`src/hdl/csts_regs.svh`:
```
// Purpose: Offsets, field positions, reset values and timing counts
// Assumes: 20 MHz reference clock, 3 ms oscillator period
// Notes: Definitions only
`ifndef CSTS_REGS_SVH
`define CSTS_REGS_SVH

`define CSTS_CLK_PERIOD_NS 50
`define CSTS_OSC_PERIOD_NS 3000000
`define CSTS_OSC_CYCLES (`CSTS_OSC_PERIOD_NS / `CSTS_CLK_PERIOD_NS)
`define CSTS_TMR_BITS 22
`define CSTS_PRE_SHIFT 3

`define CSTS_OFF_CTRL 8'h00
`define CSTS_OFF_STATE 8'h04
`define CSTS_OFF_TIMER 8'h08
`define CSTS_OFF_INT_STAT 8'h0c
`define CSTS_OFF_INT_MASK 8'h10

`define CSTS_CTRL_EN_BIT 0
`define CSTS_CTRL_RST 1'h1
`define CSTS_INT_MASK_RST 4'h0

`define CSTS_INT_TOUT_BIT 0
`define CSTS_INT_TEMP_BIT 1
`define CSTS_INT_EOC_BIT 2
`define CSTS_INT_DONE_BIT 3

`endif

```
`src/hdl/csts_pkg.sv`:
```
// Purpose: Types shared by the charge safety timer files
// Assumes: Nothing beyond the register header
// Notes: Gray codes along idle, precharge, fast, done
package csts_pkg;
   typedef logic [7:0] csts_addr_t;
   typedef enum logic [2:0]
   {
      CSTS_IDLE = 3'h0,
      CSTS_PRE = 3'h1,
      CSTS_FAST = 3'h3,
      CSTS_DONE = 3'h2,
      CSTS_TEMP = 3'h6,
      CSTS_TOUT = 3'h7
   } csts_state_e;
   typedef enum logic [1:0]
   {
      CSTS_OKAY = 2'h0,
      CSTS_SLVERR = 2'h2
   } csts_resp_e;
endpackage

```
`src/hdl/csts_reg_if.sv`:
```
// Purpose: Register access between bus slave and core
// Assumes: One clock domain
// Notes: Read data is combinational from the read address
`timescale 1ns/10ps
`default_nettype none
interface csts_reg_if;
   import csts_pkg::*;
   logic wr_en;
   csts_addr_t wr_addr;
   logic [31:0] wr_data;
   logic [3:0] wr_strb;
   csts_addr_t rd_addr;
   logic [31:0] rd_data;
   logic w_hit;
   logic r_hit;
   modport bus (output wr_en, wr_addr, wr_data, wr_strb, rd_addr, input rd_data, w_hit, r_hit);
   modport core (input wr_en, wr_addr, wr_data, wr_strb, rd_addr, output rd_data, w_hit, r_hit);
endinterface
`default_nettype wire

```
`src/hdl/csts_top.sv`:
```
// Purpose: Charge safety timer, temperature window and status pins
// Assumes: Comparator outputs arrive as asynchronous pin levels
// Notes: Oscillator period is a tick from a clock divider
//
// What this block does
// - Charge window lasts two to the twenty-two oscillator periods.
// - Window expiry without end-of-charge raises a timeout fault.
// - Timeout fault latches, charger stops, fault shown until released.
// - Only power cycling or an enable toggle releases the latched fault.
// - Precharge not exited within one eighth of the window faults and latches.
// - Temperature outside the window stops charging and shows a fault.
// - Temperature back inside the window starts a new cycle.
// - Cold flag sets above 1.4V, clears only below 1.2V.
// - Hot flag sets below 0.35V, clears only above 0.4V.
// - Status and fault pins are open-drain; released reads high.
// - Standby both high; charging status low; fault fault low.
// - Enable high allows charging; low stops it in low power.
// - Enable low clears the latched timer fault and timer count; rising clears the count.
// - New cycle on reset, recharge, temperature recovery, enable.
// - After completion, battery below recharge threshold restarts charging.
// - End-of-charge current changes status, charging runs to window end.
// - After reset the timer is clear and charging starts.
//
// Design decisions made here: the AXI4-Lite slave port and the placing of the registers.
`include "csts_regs.svh"
`timescale 1ns/10ps
`default_nettype none
module csts_top #(
   parameter int unsigned OSC_DIV = `CSTS_OSC_CYCLES,
   parameter int TMR_W = `CSTS_TMR_BITS,
   parameter int PRE_SHIFT = `CSTS_PRE_SHIFT
) (
   input wire logic i_ref_clk, // 20 MHz clock
   input wire logic i_rstn, // Power-on reset, active low
   input wire logic i_awvalid, // AXI write address valid
   output logic o_awready, // AXI write address ready
   input wire csts_pkg::csts_addr_t i_awaddr, // AXI write address
   input wire logic i_wvalid, // AXI write data valid
   output logic o_wready, // AXI write data ready
   input wire logic [31:0] i_wdata, // AXI write data
   input wire logic [3:0] i_wstrb, // AXI byte strobes
   output logic o_bvalid, // AXI write response valid
   input wire logic i_bready, // AXI write response ready
   output logic [1:0] o_bresp, // AXI write response
   input wire logic i_arvalid, // AXI read address valid
   output logic o_arready, // AXI read address ready
   input wire csts_pkg::csts_addr_t i_araddr, // AXI read address
   output logic o_rvalid, // AXI read data valid
   input wire logic i_rready, // AXI read data ready
   output logic [31:0] o_rdata, // AXI read data
   output logic [1:0] o_rresp, // AXI read response
   input wire logic i_en_pin, // Charge enable pin
   input wire logic i_window_comparator_a_rise, // Sense above 1.4V
   input wire logic i_window_comparator_a_fall, // Sense below 1.2V
   input wire logic i_window_comparator_b_fall, // Sense below 0.35V
   input wire logic i_window_comparator_b_rise, // Sense above 0.4V
   input wire logic i_vbat_above_min, // Precharge exit reached
   input wire logic i_eoc_current, // Current below end-of-charge
   input wire logic i_below_recharge_threshold, // Battery below recharge level
   input wire logic i_status_pin, // Status pin level
   input wire logic i_fault_pin, // Fault pin level
   output logic o_status_o, // Status pin drive value
   output logic o_status_oe, // Status pin pull low
   output logic o_fault_o, // Fault pin drive value
   output logic o_fault_oe, // Fault pin pull low
   output logic o_chg_on, // Charger power path on
   output logic o_low_power, // Low-power state
   output logic o_irq // Interrupt, active high level
);
   import csts_pkg::*;

   localparam logic [TMR_W-1:0] PRE_LIM = TMR_W'(1) << (TMR_W - PRE_SHIFT);
   localparam logic [TMR_W-1:0] TMR_ONE = TMR_W'(1);

   csts_reg_if reg_if ();
   logic [7:0] pin_s;
   logic en_pin_s;
   logic cmp_a_rise_s;
   logic cmp_a_fall_s;
   logic cmp_b_fall_s;
   logic cmp_b_rise_s;
   logic vbat_min_s;
   logic eoc_s;
   logic rch_s;
   logic [1:0] pin_rb_s;
   logic [31:0] div_q;
   logic tick;
   logic [TMR_W-1:0] cnt_q;
   csts_state_e state_q;
   csts_state_e state_d;
   logic ctrl_en_q;
   logic en;
   logic en_q;
   logic en_rise;
   logic cold_q;
   logic hot_q;
   logic temp_bad;
   logic eoc_seen_q;
   logic full_hit;
   logic pre_hit;
   logic new_cycle;
   logic status_oe_q;
   logic fault_oe_q;
   logic [3:0] int_stat_q;
   logic [3:0] int_mask_q;
   logic [3:0] int_ev;
   logic wr_lo;

   ////////////////////////////////////////////////////////////////////
   // Pin inputs and bus slave

   csts_sync #(.W(10)) u_sync (
      .i_ref_clk (i_ref_clk),
      .i_rstn (i_rstn),
      .i_async ({i_fault_pin, i_status_pin, i_below_recharge_threshold,
                 i_eoc_current, i_vbat_above_min, i_window_comparator_b_rise,
                 i_window_comparator_b_fall, i_window_comparator_a_fall,
                 i_window_comparator_a_rise, i_en_pin}),
      .o_sync ({pin_rb_s, pin_s})
   );
   assign {rch_s, eoc_s, vbat_min_s, cmp_b_rise_s, cmp_b_fall_s, cmp_a_fall_s,
           cmp_a_rise_s, en_pin_s} = pin_s;

   csts_axil u_axil (
      .i_ref_clk (i_ref_clk),
      .i_rstn (i_rstn),
      .i_awvalid (i_awvalid),
      .o_awready (o_awready),
      .i_awaddr (i_awaddr),
      .i_wvalid (i_wvalid),
      .o_wready (o_wready),
      .i_wdata (i_wdata),
      .i_wstrb (i_wstrb),
      .o_bvalid (o_bvalid),
      .i_bready (i_bready),
      .o_bresp (o_bresp),
      .i_arvalid (i_arvalid),
      .o_arready (o_arready),
      .i_araddr (i_araddr),
      .o_rvalid (o_rvalid),
      .i_rready (i_rready),
      .o_rdata (o_rdata),
      .o_rresp (o_rresp),
      .reg_if (reg_if.bus)
   );

   ////////////////////////////////////////////////////////////////////
   // Oscillator period tick and period counter

   // Divider runs from reset on, like the oscillator after power-up
   assign tick = (div_q == OSC_DIV - 1);
   always_ff @(posedge i_ref_clk or negedge i_rstn)
   begin
      if (!i_rstn)
      begin
         div_q <= 32'h0;
      end
      else
      begin
         div_q <= tick ? 32'h0 : div_q + 32'h1;
      end
   end

   assign full_hit = tick && (cnt_q == '1);
   assign pre_hit = (cnt_q == PRE_LIM);
   assign new_cycle = (state_d == CSTS_PRE) && (state_q != CSTS_PRE);

   always_ff @(posedge i_ref_clk or negedge i_rstn)
   begin
      if (!i_rstn)
      begin
         cnt_q <= '0;
      end
      else if (en_rise || new_cycle || state_q == CSTS_IDLE)
      begin
         cnt_q <= '0;
      end
      else if (tick && (state_q == CSTS_PRE || state_q == CSTS_FAST))
      begin
         cnt_q <= cnt_q + TMR_ONE;
      end
   end

   ////////////////////////////////////////////////////////////////////
   // Enable and temperature window flags

   assign en = en_pin_s && ctrl_en_q;
   assign en_rise = en && !en_q;
   always_ff @(posedge i_ref_clk or negedge i_rstn)
   begin
      if (!i_rstn)
      begin
         en_q <= 1'b0;
      end
      else
      begin
         en_q <= en;
      end
   end

   // Set inputs win so an edge crossing both thresholds still flags
   always_ff @(posedge i_ref_clk or negedge i_rstn)
   begin
      if (!i_rstn)
      begin
         cold_q <= 1'b0;
         hot_q <= 1'b0;
      end
      else
      begin
         if (cmp_a_rise_s)
         begin
            cold_q <= 1'b1;
         end
         else if (cmp_a_fall_s)
         begin
            cold_q <= 1'b0;
         end
         if (cmp_b_fall_s)
         begin
            hot_q <= 1'b1;
         end
         else if (cmp_b_rise_s)
         begin
            hot_q <= 1'b0;
         end
      end
   end
   assign temp_bad = cold_q || hot_q;

   ////////////////////////////////////////////////////////////////////
   // Charge sequence

   always_comb
   begin
      state_d = state_q;
      unique case (state_q)
         CSTS_IDLE: state_d = CSTS_PRE;
         CSTS_PRE:
         begin
            if (temp_bad)
               state_d = CSTS_TEMP;
            else if (pre_hit && !vbat_min_s)
               state_d = CSTS_TOUT;
            else if (vbat_min_s)
               state_d = CSTS_FAST;
         end
         CSTS_FAST:
         begin
            if (temp_bad)
               state_d = CSTS_TEMP;
            else if (full_hit)
               state_d = eoc_seen_q ? CSTS_DONE : CSTS_TOUT;
         end
         CSTS_DONE:
         begin
            if (temp_bad)
               state_d = CSTS_TEMP;
            else if (rch_s)
               state_d = CSTS_PRE;
         end
         CSTS_TEMP: if (!temp_bad) state_d = CSTS_PRE;
         CSTS_TOUT: state_d = CSTS_TOUT;
         default: state_d = CSTS_IDLE;
      endcase
      if (!en)
         state_d = CSTS_IDLE;
   end

   always_ff @(posedge i_ref_clk or negedge i_rstn)
   begin
      if (!i_rstn)
      begin
         state_q <= CSTS_IDLE;
      end
      else
      begin
         state_q <= state_d;
      end
   end

   always_ff @(posedge i_ref_clk or negedge i_rstn)
   begin
      if (!i_rstn)
      begin
         eoc_seen_q <= 1'b0;
      end
      else if (new_cycle || state_q == CSTS_IDLE)
      begin
         eoc_seen_q <= 1'b0;
      end
      else if (state_q == CSTS_FAST && eoc_s)
      begin
         eoc_seen_q <= 1'b1;
      end
   end

   ////////////////////////////////////////////////////////////////////
   // Open-drain pins and charger control

   // Pins only ever pull low; released pins read high through pull-ups
   always_ff @(posedge i_ref_clk or negedge i_rstn)
   begin
      if (!i_rstn)
      begin
         status_oe_q <= 1'b0;
         fault_oe_q <= 1'b0;
      end
      else
      begin
         status_oe_q <= (state_d == CSTS_PRE) ||
                        (state_d == CSTS_FAST && !eoc_seen_q && !eoc_s);
         fault_oe_q <= (state_d == CSTS_TOUT) || (state_d == CSTS_TEMP);
      end
   end
   assign o_status_o = 1'b0;
   assign o_fault_o = 1'b0;
   assign o_status_oe = status_oe_q;
   assign o_fault_oe = fault_oe_q;
   assign o_chg_on = (state_q == CSTS_PRE) || (state_q == CSTS_FAST);
   assign o_low_power = !en_q;

   ////////////////////////////////////////////////////////////////////
   // Registers and interrupt

   assign int_ev[`CSTS_INT_TOUT_BIT] = (state_d == CSTS_TOUT) && (state_q != CSTS_TOUT);
   assign int_ev[`CSTS_INT_TEMP_BIT] = (state_d == CSTS_TEMP) && (state_q != CSTS_TEMP);
   assign int_ev[`CSTS_INT_EOC_BIT] = (state_q == CSTS_FAST) && eoc_s && !eoc_seen_q;
   assign int_ev[`CSTS_INT_DONE_BIT] = (state_d == CSTS_DONE) && (state_q != CSTS_DONE);
   assign wr_lo = reg_if.wr_en && reg_if.wr_strb[0];

   always_ff @(posedge i_ref_clk or negedge i_rstn)
   begin
      if (!i_rstn)
      begin
         ctrl_en_q <= `CSTS_CTRL_RST;
         int_mask_q <= `CSTS_INT_MASK_RST;
         int_stat_q <= 4'h0;
      end
      else
      begin
         if (wr_lo && reg_if.wr_addr == `CSTS_OFF_CTRL)
            ctrl_en_q <= reg_if.wr_data[`CSTS_CTRL_EN_BIT];
         if (wr_lo && reg_if.wr_addr == `CSTS_OFF_INT_MASK)
            int_mask_q <= reg_if.wr_data[3:0];
         // Hardware set wins over a same-cycle clear
         if (wr_lo && reg_if.wr_addr == `CSTS_OFF_INT_STAT)
            int_stat_q <= (int_stat_q & ~reg_if.wr_data[3:0]) | int_ev;
         else
            int_stat_q <= int_stat_q | int_ev;
      end
   end
   assign o_irq = |(int_stat_q & int_mask_q);

   assign reg_if.w_hit = (reg_if.wr_addr == `CSTS_OFF_CTRL) ||
                         (reg_if.wr_addr == `CSTS_OFF_INT_STAT) ||
                         (reg_if.wr_addr == `CSTS_OFF_INT_MASK);
   always_comb
   begin
      reg_if.rd_data = 32'h0;
      reg_if.r_hit = 1'b1;
      unique case (reg_if.rd_addr)
         `CSTS_OFF_CTRL: reg_if.rd_data[0] = ctrl_en_q;
         `CSTS_OFF_STATE: reg_if.rd_data[8:0] = {pin_rb_s, en_pin_s, eoc_seen_q, hot_q,
                                                cold_q, state_q};
         `CSTS_OFF_TIMER: reg_if.rd_data[TMR_W-1:0] = cnt_q;
         `CSTS_OFF_INT_STAT: reg_if.rd_data[3:0] = int_stat_q;
         `CSTS_OFF_INT_MASK: reg_if.rd_data[3:0] = int_mask_q;
         default: reg_if.r_hit = 1'b0;
      endcase
   end
endmodule // csts_top
`default_nettype wire

```
`src/hdl/csts_sync.sv`:
```
// Purpose: Three-stage pin synchroniser per bit
// Assumes: Inputs asynchronous to i_ref_clk
// Notes: Output moves only when stages two and three agree
`timescale 1ns/10ps
`default_nettype none
module csts_sync #(
   parameter int W = 1
) (
   input wire logic i_ref_clk, // Clock
   input wire logic i_rstn, // Async reset, active low
   input wire logic [W-1:0] i_async, // Pin levels
   output logic [W-1:0] o_sync // Filtered levels
);
   genvar g;
   generate
      for (g = 0; g < W; g++)
      begin : g_bit
         logic s1_q;
         logic s2_q;
         logic s3_q;
         logic out_q;
         always_ff @(posedge i_ref_clk or negedge i_rstn)
         begin
            if (!i_rstn)
            begin
               s1_q <= 1'b0;
               s2_q <= 1'b0;
               s3_q <= 1'b0;
               out_q <= 1'b0;
            end
            else
            begin
               s1_q <= i_async[g];
               s2_q <= s1_q;
               s3_q <= s2_q;
               if (s2_q == s3_q)
               begin
                  out_q <= s3_q;
               end
            end
         end
         assign o_sync[g] = out_q;
      end
   endgenerate
endmodule // csts_sync
`default_nettype wire

```
`src/hdl/csts_axil.sv`:
```
// Purpose: AXI4-Lite slave front end for the register file
// Assumes: One write and one read outstanding at most
// Notes: Address and data may arrive in either order
`timescale 1ns/10ps
`default_nettype none
module csts_axil (
   input wire logic i_ref_clk, // Clock
   input wire logic i_rstn, // Async reset, active low
   input wire logic i_awvalid, // Write address valid
   output logic o_awready, // Write address ready
   input wire csts_pkg::csts_addr_t i_awaddr, // Write address
   input wire logic i_wvalid, // Write data valid
   output logic o_wready, // Write data ready
   input wire logic [31:0] i_wdata, // Write data
   input wire logic [3:0] i_wstrb, // Byte strobes
   output logic o_bvalid, // Write response valid
   input wire logic i_bready, // Write response ready
   output logic [1:0] o_bresp, // Write response
   input wire logic i_arvalid, // Read address valid
   output logic o_arready, // Read address ready
   input wire csts_pkg::csts_addr_t i_araddr, // Read address
   output logic o_rvalid, // Read data valid
   input wire logic i_rready, // Read data ready
   output logic [31:0] o_rdata, // Read data
   output logic [1:0] o_rresp, // Read response
   csts_reg_if.bus reg_if // Register access
);
   import csts_pkg::*;
   logic aw_got_q;
   logic w_got_q;
   logic bvalid_q;
   logic rvalid_q;
   csts_resp_e bresp_q;
   csts_resp_e rresp_q;
   logic [31:0] rdata_q;

   assign o_awready = !aw_got_q;
   assign o_wready = !w_got_q;
   assign o_arready = !rvalid_q;
   assign o_bvalid = bvalid_q;
   assign o_rvalid = rvalid_q;
   assign o_bresp = bresp_q;
   assign o_rresp = rresp_q;
   assign o_rdata = rdata_q;
   assign reg_if.wr_en = aw_got_q && w_got_q && !bvalid_q;
   assign reg_if.rd_addr = i_araddr;

   always_ff @(posedge i_ref_clk or negedge i_rstn)
   begin
      if (!i_rstn)
      begin
         aw_got_q <= 1'b0;
         w_got_q <= 1'b0;
         bvalid_q <= 1'b0;
         bresp_q <= CSTS_OKAY;
         reg_if.wr_addr <= '0;
         reg_if.wr_data <= '0;
         reg_if.wr_strb <= '0;
      end
      else
      begin
         if (i_awvalid && !aw_got_q)
         begin
            aw_got_q <= 1'b1;
            reg_if.wr_addr <= i_awaddr;
         end
         if (i_wvalid && !w_got_q)
         begin
            w_got_q <= 1'b1;
            reg_if.wr_data <= i_wdata;
            reg_if.wr_strb <= i_wstrb;
         end
         if (reg_if.wr_en)
         begin
            aw_got_q <= 1'b0;
            w_got_q <= 1'b0;
            bvalid_q <= 1'b1;
            bresp_q <= reg_if.w_hit ? CSTS_OKAY : CSTS_SLVERR;
         end
         else if (i_bready)
         begin
            bvalid_q <= 1'b0;
         end
      end
   end

   always_ff @(posedge i_ref_clk or negedge i_rstn)
   begin
      if (!i_rstn)
      begin
         rvalid_q <= 1'b0;
         rresp_q <= CSTS_OKAY;
         rdata_q <= '0;
      end
      else if (i_arvalid && !rvalid_q)
      begin
         rvalid_q <= 1'b1;
         rdata_q <= reg_if.rd_data;
         rresp_q <= reg_if.r_hit ? CSTS_OKAY : CSTS_SLVERR;
      end
      else if (i_rready)
      begin
         rvalid_q <= 1'b0;
      end
   end
endmodule // csts_axil
`default_nettype wire

```
`config.mk`:
```
export PLATFORM = sky130hd
export DESIGN_NAME = csts_top
export DESIGN_NICKNAME = d
export VERILOG_FILES = /design/src/hdl/csts_pkg.sv /design/src/hdl/csts_reg_if.sv /design/src/hdl/csts_top.sv /design/src/hdl/csts_sync.sv /design/src/hdl/csts_axil.sv
export VERILOG_INCLUDE_DIRS = /design/src /design/src/hdl
export SDC_FILE = /design/constraint.sdc
export NUM_CORES = 1
export LEC_CHECK = 0
export ABC_AREA = 1
export BUFFER_PORTS_ARGS = -buffer_cell sky130_fd_sc_hd__buf_2
export CAP_MARGIN = 10
export CORE_ASPECT_RATIO = 0.9
export CORE_UTILIZATION = 30
export CTS_BUF_LIST = sky130_fd_sc_hd__clkbuf_4 sky130_fd_sc_hd__clkbuf_8
export CTS_CLUSTER_DIAMETER = 150
export CTS_CLUSTER_SIZE = 20
export DETAILED_ROUTE_END_ITERATION = 8
export GPL_ROUTABILITY_DRIVEN = 1
export GPL_TIMING_DRIVEN = 0
export PLACE_DENSITY_LB_ADDON = 0.08
export SETUP_SLACK_MARGIN = 0.05
export SYNTH_ARGS = -nofsm -noshare
export SYNTH_HDL_FRONTEND = slang
export SYNTH_SLANG_ARGS = --single-unit
```
`constraint.sdc`:
```
create_clock -name i_ref_clk -period 6.3 [get_ports i_ref_clk]
set_clock_uncertainty 0.15 [all_clocks]
set_input_delay 0.945 -clock i_ref_clk [delete_from_list [all_inputs] [get_ports i_ref_clk]]
set_output_delay 0.945 -clock i_ref_clk [all_outputs]
set_load 0.02 [all_outputs]
```
==> results.md, run 1 <==
* Status: finished, final reports clean
* Complex-gate fraction of the synthesized area at 0.0700
* Inst Count DP at 1,199
* Largest net degree at the start of global routing at 85
* Unrepaired setup endpoints after global routing: false
* # setup viols final at 0
* CTS H-tree depth at 4
* Gr ovfl total at 0
* Sink Count at 153
* Power Dens Cells at 254 nW/µm²
* Critical path arrival at 1.54 ns
* Fraction of the mapped netlist area in adder cells at 0.0192
* TNS Setup at 0 ns
* Max_slew headroom at 0.534
* Drt total wl at around 17,000 µm
* Crit path kind: reg2out
* R2R Path End: cnt_q[6]
* Die Area at 24,500 µm²
* Routed vias at between 5k and 6k
* Period utilisation layout at 0.418
* Critical Path RT at about 5.2 ns
* Max-cap violations at 0
* Initial antenna violation count at 0
* Ys async rst share at 1.00
* Synth warn at 0
* Syn Area/Cell at approximately 8.8 µm²
* Reg clk slew, reported paths at 0.09 ns
* #FFs+latches synth at roughly 150
* Layout cell share with drive strength beyond 1 at 0.169
* Storage element area at 3830 µm²
* Gpl congestion at 0.869
* FMAX at 0.380 GHz
* Hold Path Sink: u_sync.g_bit[1].s2_q
* Max IR drop VDD at 0.108 mV
* Max-slew violations at 0
* Fin crit period at 2.63 ns
* Tot Pwr at 2130 µW
* Worst reg-to-reg path cell count at 9
* EDFF count, synth at 0
* Worst setup SP type: flip-flop
* Non-filler cells, final at roughly 1.2k
* Clock Latency Late Sink at 0.47 ns
* CP max FO at 6
* Number of CTS-inserted buffers at 17
* Area of the multi-input gates at 2790 µm²
* Nets at between 900 and 1k
* IO Count at between 100 and 150
* Area delta synth->final at 16.8%
* First-pass GRT wire length at 28,200 µm
* Hold crit path type: reg2reg
* Die X at between 150 and 200 µm
* Die height at approximately 150 µm
* HPWL Detailed at 12,700 µm
* Ant. Diodes at 0
* Pre-antenna DRT Iters at 4
* Clk buf depth at 2
* Clock Tree Root: clkbuf_8
* Final Hold Viols at 0
* Rows at 53
* Largest family of logic cells by synthesized area: simple AND/OR/NAND/NOR gates
* Post-synthesis simple-gate area fraction at 0.237
* Sequential area share after synthesis at 0.534
* Leak at 0.00399 µW
* Hold path start: u_sync.g_bit[1].s1_q
* Post-synthesis mux area share at 0.00925
* # resized after CTS at 0
* Post-synthesis xor/xnor area fraction at 0.0464
* Setup ws final at 3.67 ns
* CTS tree: done
* Post-route ant nets at 0
* GR Util All Layers at 0.150
* Fillers at 2,479
* Flop-to-flop setup slack at 3.79 ns
* CORE AREA at 23,400 µm²
* CTS Hold Bufs at 0
* R2R Path Start: div_q[0]
* Routed WL per cell at around 14 µm
* PortBufs at 71
* Initial Utilization at 0.306
* Hold Path Depth at 0
* Synth cell types at 45
* First DRT Iteration DRCs at 317
* Post-route DRC at 0
* Syn Inst Count at 812
* Vias/cell at between 4 and 5
* Post-CTS Setup Bufs at 0
* Placement-stage worst setup slack at 3.35 ns
* Actual slew at the worst max-slew pin at about 0.7 ns
* CP Capture Type: output pin
* Area of the mapped netlist at 7170 µm²
* Number of global-route vias before repair at 5,264
* Post-synth top flop: dfrtp_1
## layer usage
metal  vias to the layer above  global-route usage  part of all wire
li1                       2794                   -                 -
met1                      2497               0.213              0.51
met2                        74               0.229              0.45
met3                        10              0.0318             0.034
met4                         0              0.0440             0.011
met5                         -                   0                 0
## synthesized netlist by cell type, types with 2 or more instances
cell         n  share of area
buf_6        2         0.0031
clkinv_1     2         0.0010
a21oi_1     28          0.020
dfrtp_1    152           0.53
mux2_2       5         0.0079
buf_4       14          0.015
maj3_1      10          0.014
nand3_2      2         0.0028
o31ai_1     12          0.013
a21boi_0     2         0.0021
nand2_1    151          0.079
o2111ai_1    2         0.0024
nor3_1      27          0.019
nand3_1     25          0.017
nor2_8       2         0.0056
nand4_1     19          0.017
nor4_1      13          0.011
or2_2        2         0.0017
ha_1         3         0.0052
o21bai_1     2         0.0021
nand2_2      3         0.0026
nor2_2      14          0.012
o21ai_0     33          0.023
xnor2_1      6         0.0073
nor3b_1      2         0.0021
a221oi_1     2         0.0024
nor2_1     107          0.056
nor3_2       3         0.0042
clkbuf_1     7         0.0037
inv_2        2         0.0010
xor2_1      32          0.039
inv_1      113          0.059
## critical path: stages, from the launching register on
cell and delay, ns:
dfrtp_1 0.43, inv_1 0.19, nand2_2 0.21, inv_1 0.09
buf_2 0.16
## state kept, by name (all words and copies together) (netlist names), 3 cells and up
register               flops
state_q                    3
u_sync.g_bit.s2_q         10
int_stat_q                 4
u_axil.reg_if.wr_data      4
cnt_q                     22
u_sync.g_bit.out_q        10
u_axil.o_rdata            22
u_sync.g_bit.s3_q         10
int_mask_q                 4
u_sync.g_bit.s1_q         10
u_axil.reg_if.wr_addr      8
div_q                     32
## through the flow
stage,utilization,instance area (µm²),hold slack (ns)
2_1_floorplan,-,7220,0.181
5_1_grt,0.358,8380,0.210
3_5_place_dp,0.341,7990,0.185
4_1_cts,0.358,8380,0.206
6_report,0.358,8380,0.204
3_3_place_gp,0.340,7950,0.181
## layout by cell type, fill, tap and decap left out, types with 7 or more instances in the layout
| cell | netlist | layout |
|---|---|---|
| a21oi_1 | 28 | 28 |
| buf_2 | 0 | 70 |
| buf_4 | 14 | 14 |
| clkbuf_1 | 7 | 7 |
| clkbuf_8 | 0 | 17 |
| conb_1 | 1 | 14 |
| dfrtp_1 | 152 | 152 |
| inv_1 | 113 | 113 |
| maj3_1 | 10 | 10 |
| nand2_1 | 151 | 151 |
| nand3_1 | 25 | 25 |
| nand4_1 | 19 | 19 |
| nor2_1 | 107 | 107 |
| nor2_2 | 14 | 14 |
| nor3_1 | 27 | 27 |
| nor4_1 | 13 | 13 |
| o21ai_0 | 33 | 33 |
| o31ai_1 | 12 | 12 |
| xor2_1 | 32 | 32 |
## power by group
group | switching [µW] | internal (µW)
clock network | 421 | 328
logic | 175 | 93.9
registers | 43.8 | 1070
total | 640 | 1490
## final cells by class
type,instances,share of cell area
Tap cell,302,0.0451
Sequential cell,153,0.457
Inverter,118,0.0532
Timing Repair Buffer,72,0.0469
Multi-Input combinational cell,531,0.333
Clock inverter,14,0.0179
Buffer,23,0.0184
Clock buffer,17,0.0279
## logic make-up after synthesis
| kind of cell | Yosys count |
|---|---|
| AND/OR/NAND/NOR | 374 |
| flip-flops | 153 |
| buffers and inverters | 141 |
| AO/OA/AOI/OAI | 86 |
| XOR/XNOR | 38 |
| adder cells (fa/ha/maj) | 13 |
| multiplexers | 6 |
| other | 1 |
## worst max path at each step
stage,from,to
floorplan,i_araddr[1],u_axil.o_rdata[0]
global placement,i_rstn,u_sync.g_bit[8].s1_q
detailed placement,i_araddr[1],u_axil.o_rdata[0]
CTS,state_q[2],o_chg_on
global route,state_q[2],o_chg_on
finish,state_q[2],o_chg_on
No activity file was read; power rests on OpenSTA's default activity.
==> inputs of run 2 (changes only) <==
==> constraint.sdc (replaced) <==
create_clock -name i_ref_clk -period 2.4 [get_ports i_ref_clk]
set_clock_uncertainty 0.15 [all_clocks]
set_input_delay 0.36 -clock i_ref_clk [delete_from_list [all_inputs] [get_ports i_ref_clk]]
set_output_delay 0.36 -clock i_ref_clk [all_outputs]
set_load 0.02 [all_outputs]
==> run 2 against run 1 <==
Compared with the run above: first-iteration DRC count fell by 18%; sequential power rose to 2.6 times the previous value; utilization rose by 1.7 points; die area did not move; non-clock buffer count rose by 36; critical endpoint is now div_q[21]; worst setup slack got worse by 3.5 ns; critical path depth rose by 7; flip-flop and latch count did not move; critical path type is now reg2reg; clock power rose to 2.6 times the previous value; sequential share of layout area fell by 2.1 points; final cell count rose by 2.9%.
==> results.md, run 2 (synthesis gave the netlist of run 1 again) <==
* Gpl congestion at 0.869 (unchanged)
* Psw at 1690 µW (+160%)
* Clk buf depth at 2 (unchanged)
* CTS H-tree depth at 4 (unchanged)
* Most Frequent Cell on Critical Path: inv_1
* Layout cell share with drive strength beyond 1 at 0.187 (+0.0175)
* CP max FO at 4 (-2)
* Clock Latency Late Sink at 0.47 ns (about the same)
* Clock share of power at 0.350 (-0.002)
* Ant. Diodes at 0 (unchanged)
* Most frequent cells in the layout: dfrtp_1 (152), nand2_1 (149), inv_1 (112)
* Max reg flops at 32 (unchanged)
* Largest Register: div_q
* Critical Path RT at 2.60 ns (-2.60 ns)
* Worst setup SP type: flip-flop
* Initial Utilization at 0.306 (unchanged)
* Final Hold Viols at 0 (unchanged)
* Critical path, cell by cell: buf_4 -> nand3_1 -> inv_1 -> nand4_1 -> nor3_4 -> nand2_1 -> nor2_1 -> inv_1 -> nor3_2 -> xor2_1 -> inv_1
* Max incr delay on CP at 0.41 ns (-0.02 ns)
* Most common cell after layout, fill and taps aside: dfrtp_1
* Reg clk slew, reported paths at 0.09 ns (about the same)
* Die X at 165 µm (unchanged)
* Max-slew violations at 0 (unchanged)
* Power Dens Cells at 641 nW/µm² (+150%)
* Sw Share at 0.300 (-0.000351)
* Routed vias at 5,563 (+3.5%)
* Hold crit path type: in2reg
* CP delay by family, top: simple AND/OR/NAND/NOR gates
* Initial antenna violation count at 0 (unchanged)
* Die Area at 24,500 µm² (unchanged)
* Sequential Power Share at 0.518 (-0.004)
* Drt total wl at 17,500 µm (+2.1%)
* Clock Tree Root: clkbuf_8
* Top sig layer: met4
* Actual slew at the worst max-slew pin at 0.684 ns (-0.0116 ns)
* Post-route DRC at 0 (unchanged)
* Fin area at 8770 µm² (+4.8%)
* Crit path kind: reg2reg
* Combinational Power Share at 0.131 (+0.005)
* First-pass GRT wire length at 28,600 µm (+1.5%)
* Post-DP Area at 7990 µm² (unchanged)
* Max IR drop VDD at 0.285 mV (+160%)
* Gr ovfl total at 0 (unchanged)
* Buf/Inv on CP at 4 (+1)
* Area delta synth->final at 22.3%
* IO Count at 117 (unchanged)
* CTS tree: done
* Critical-path cell with the highest stage delay: dfrtp_1
* Critical path arrival at 2.39 ns (+0.85 ns)
* CP Capture Type: flip-flop
* Leak at 0.00418 µW (+4.6%)
* FMAX at 0.456 GHz
* M1 WL at 8890 µm (+2.3%)
* GR Util All Layers at 0.153 (+0.00228)
* Die height at 149 µm (unchanged)
* Max-cap violations at 0 (unchanged)
* HPWL Detailed at 12,700 µm (unchanged)
* Met3 WL at 502 µm (-14%)
* Vias/cell at 4.39 (+0.55%)
* Period utilisation layout at 0.913
* Status: finished, final reports clean
* First DRT Iteration DRCs at 259 (-18%)
* Max_slew headroom at 0.542 (+0.00779)
* Rows at 53 (unchanged)
* TNS Setup at 0 ns (unchanged)
* Pint at 3940 µW (+160%)
* Nets at 1,024 (+3.6%)
* PortBufs at 71 (unchanged)
* Post-route ant nets at 0 (unchanged)
* Placement-stage worst setup slack at -0.112 ns (-3.46 ns)
* Setup ws final at 0.209 ns (-3.46 ns)
* Number of CTS-inserted buffers at 17 (unchanged)
* CORE AREA at 23,400 µm² (unchanged)
* Fin crit period at 2.19 ns
* # setup viols final at 0 (unchanged)
* Sink Count at 153 (unchanged)
* Routed WL per cell at 13.8 µm (-0.76%)
* Largest net degree at the start of global routing at 85 (unchanged)
* Pre-antenna DRT Iters at 7 (+3)
* Met2 wire len at 7840 µm (+2.9%)
* Number of global-route vias before repair at 5,363 (+1.9%)
-- run 2: cell types whose count changed in the layout (fill, tap and decap cells not counted), sizes merged --
cell / delta
buf: +11
dlygate4sd3: +25
-- run 2: what timing repair did --
item	4_1_cts	5_1_grt
setup endpoints to repair	22	25
hold buffers	25	0
setup buffers	2	9
pin swaps	2	5
endpoints found under the hold margin	92	0
gates resized for setup	4	13
-- run 2: stage by stage --
step	hold slack, ns	utilization	instances	power, µW
after floorplan	-0.0856	-	825	3410
after global placement	0.181	0.340	1198	3680
after detailed placement	0.185	0.341	1199	3700
after CTS	0.0106	0.370	1257	5740
after global routing	0.0168	0.375	1266	5960
final	0.0303	0.375	1266	5630
-- run 2: worst min-delay path, stage by stage --
cell	delay, ns
buf_2	0.07
nor2_1	0.04
a21oi_1	0.12
-- run 2: power by group through the flow --
stage	Sequential, µW	Clock [µW]	Combinational (µW)
2_1_floorplan	2990	0	418
4_1_cts	2920	2060	759
3_3_place_gp	2970	0	712
3_5_place_dp	2970	0	727
5_1_grt	2950	2170	848
6_report	2920	1970	739
-- run 2: layer usage --
metal,vias to the layer above,global-route usage
met5,-,0
met4,0,0.0440
met3,17,0.0318
met2,79,0.236
met1,2596,0.214
li1,2871,-
-- run 2: worst paths after layout --
| check | from | end | slack, ns | depth (start not counted) |
|---|---|---|---|---|
| setup / recovery | div_q[0] | div_q[21] | 0.21 | 11 |
| hold reg to reg | u_sync.g_bit[1].s1_q | u_sync.g_bit[1].s2_q | 0.20 | 0 |
| max in group asynchronous | i_rstn | u_sync.g_bit[0].out_q | 1.01 | 3 |
| setup reg to reg | div_q[0] | div_q[21] | 0.21 | 11 |
| hold / removal | i_wdata[0] | u_axil.reg_if.wr_data[0] | 0.03 | 3 |
| min in group asynchronous | i_rstn | div_q[24] | 0.26 | 2 |
-- run 2: layout make-up --
type,count,area [µm²]
buffer,23,158
inverter,118,447
sequential,153,3830
clock inverter,14,150
multi-input combinational,531,2850
tap,302,378
timing repair buffer,108,726
clock buffer,17,234
fill,2466,14600
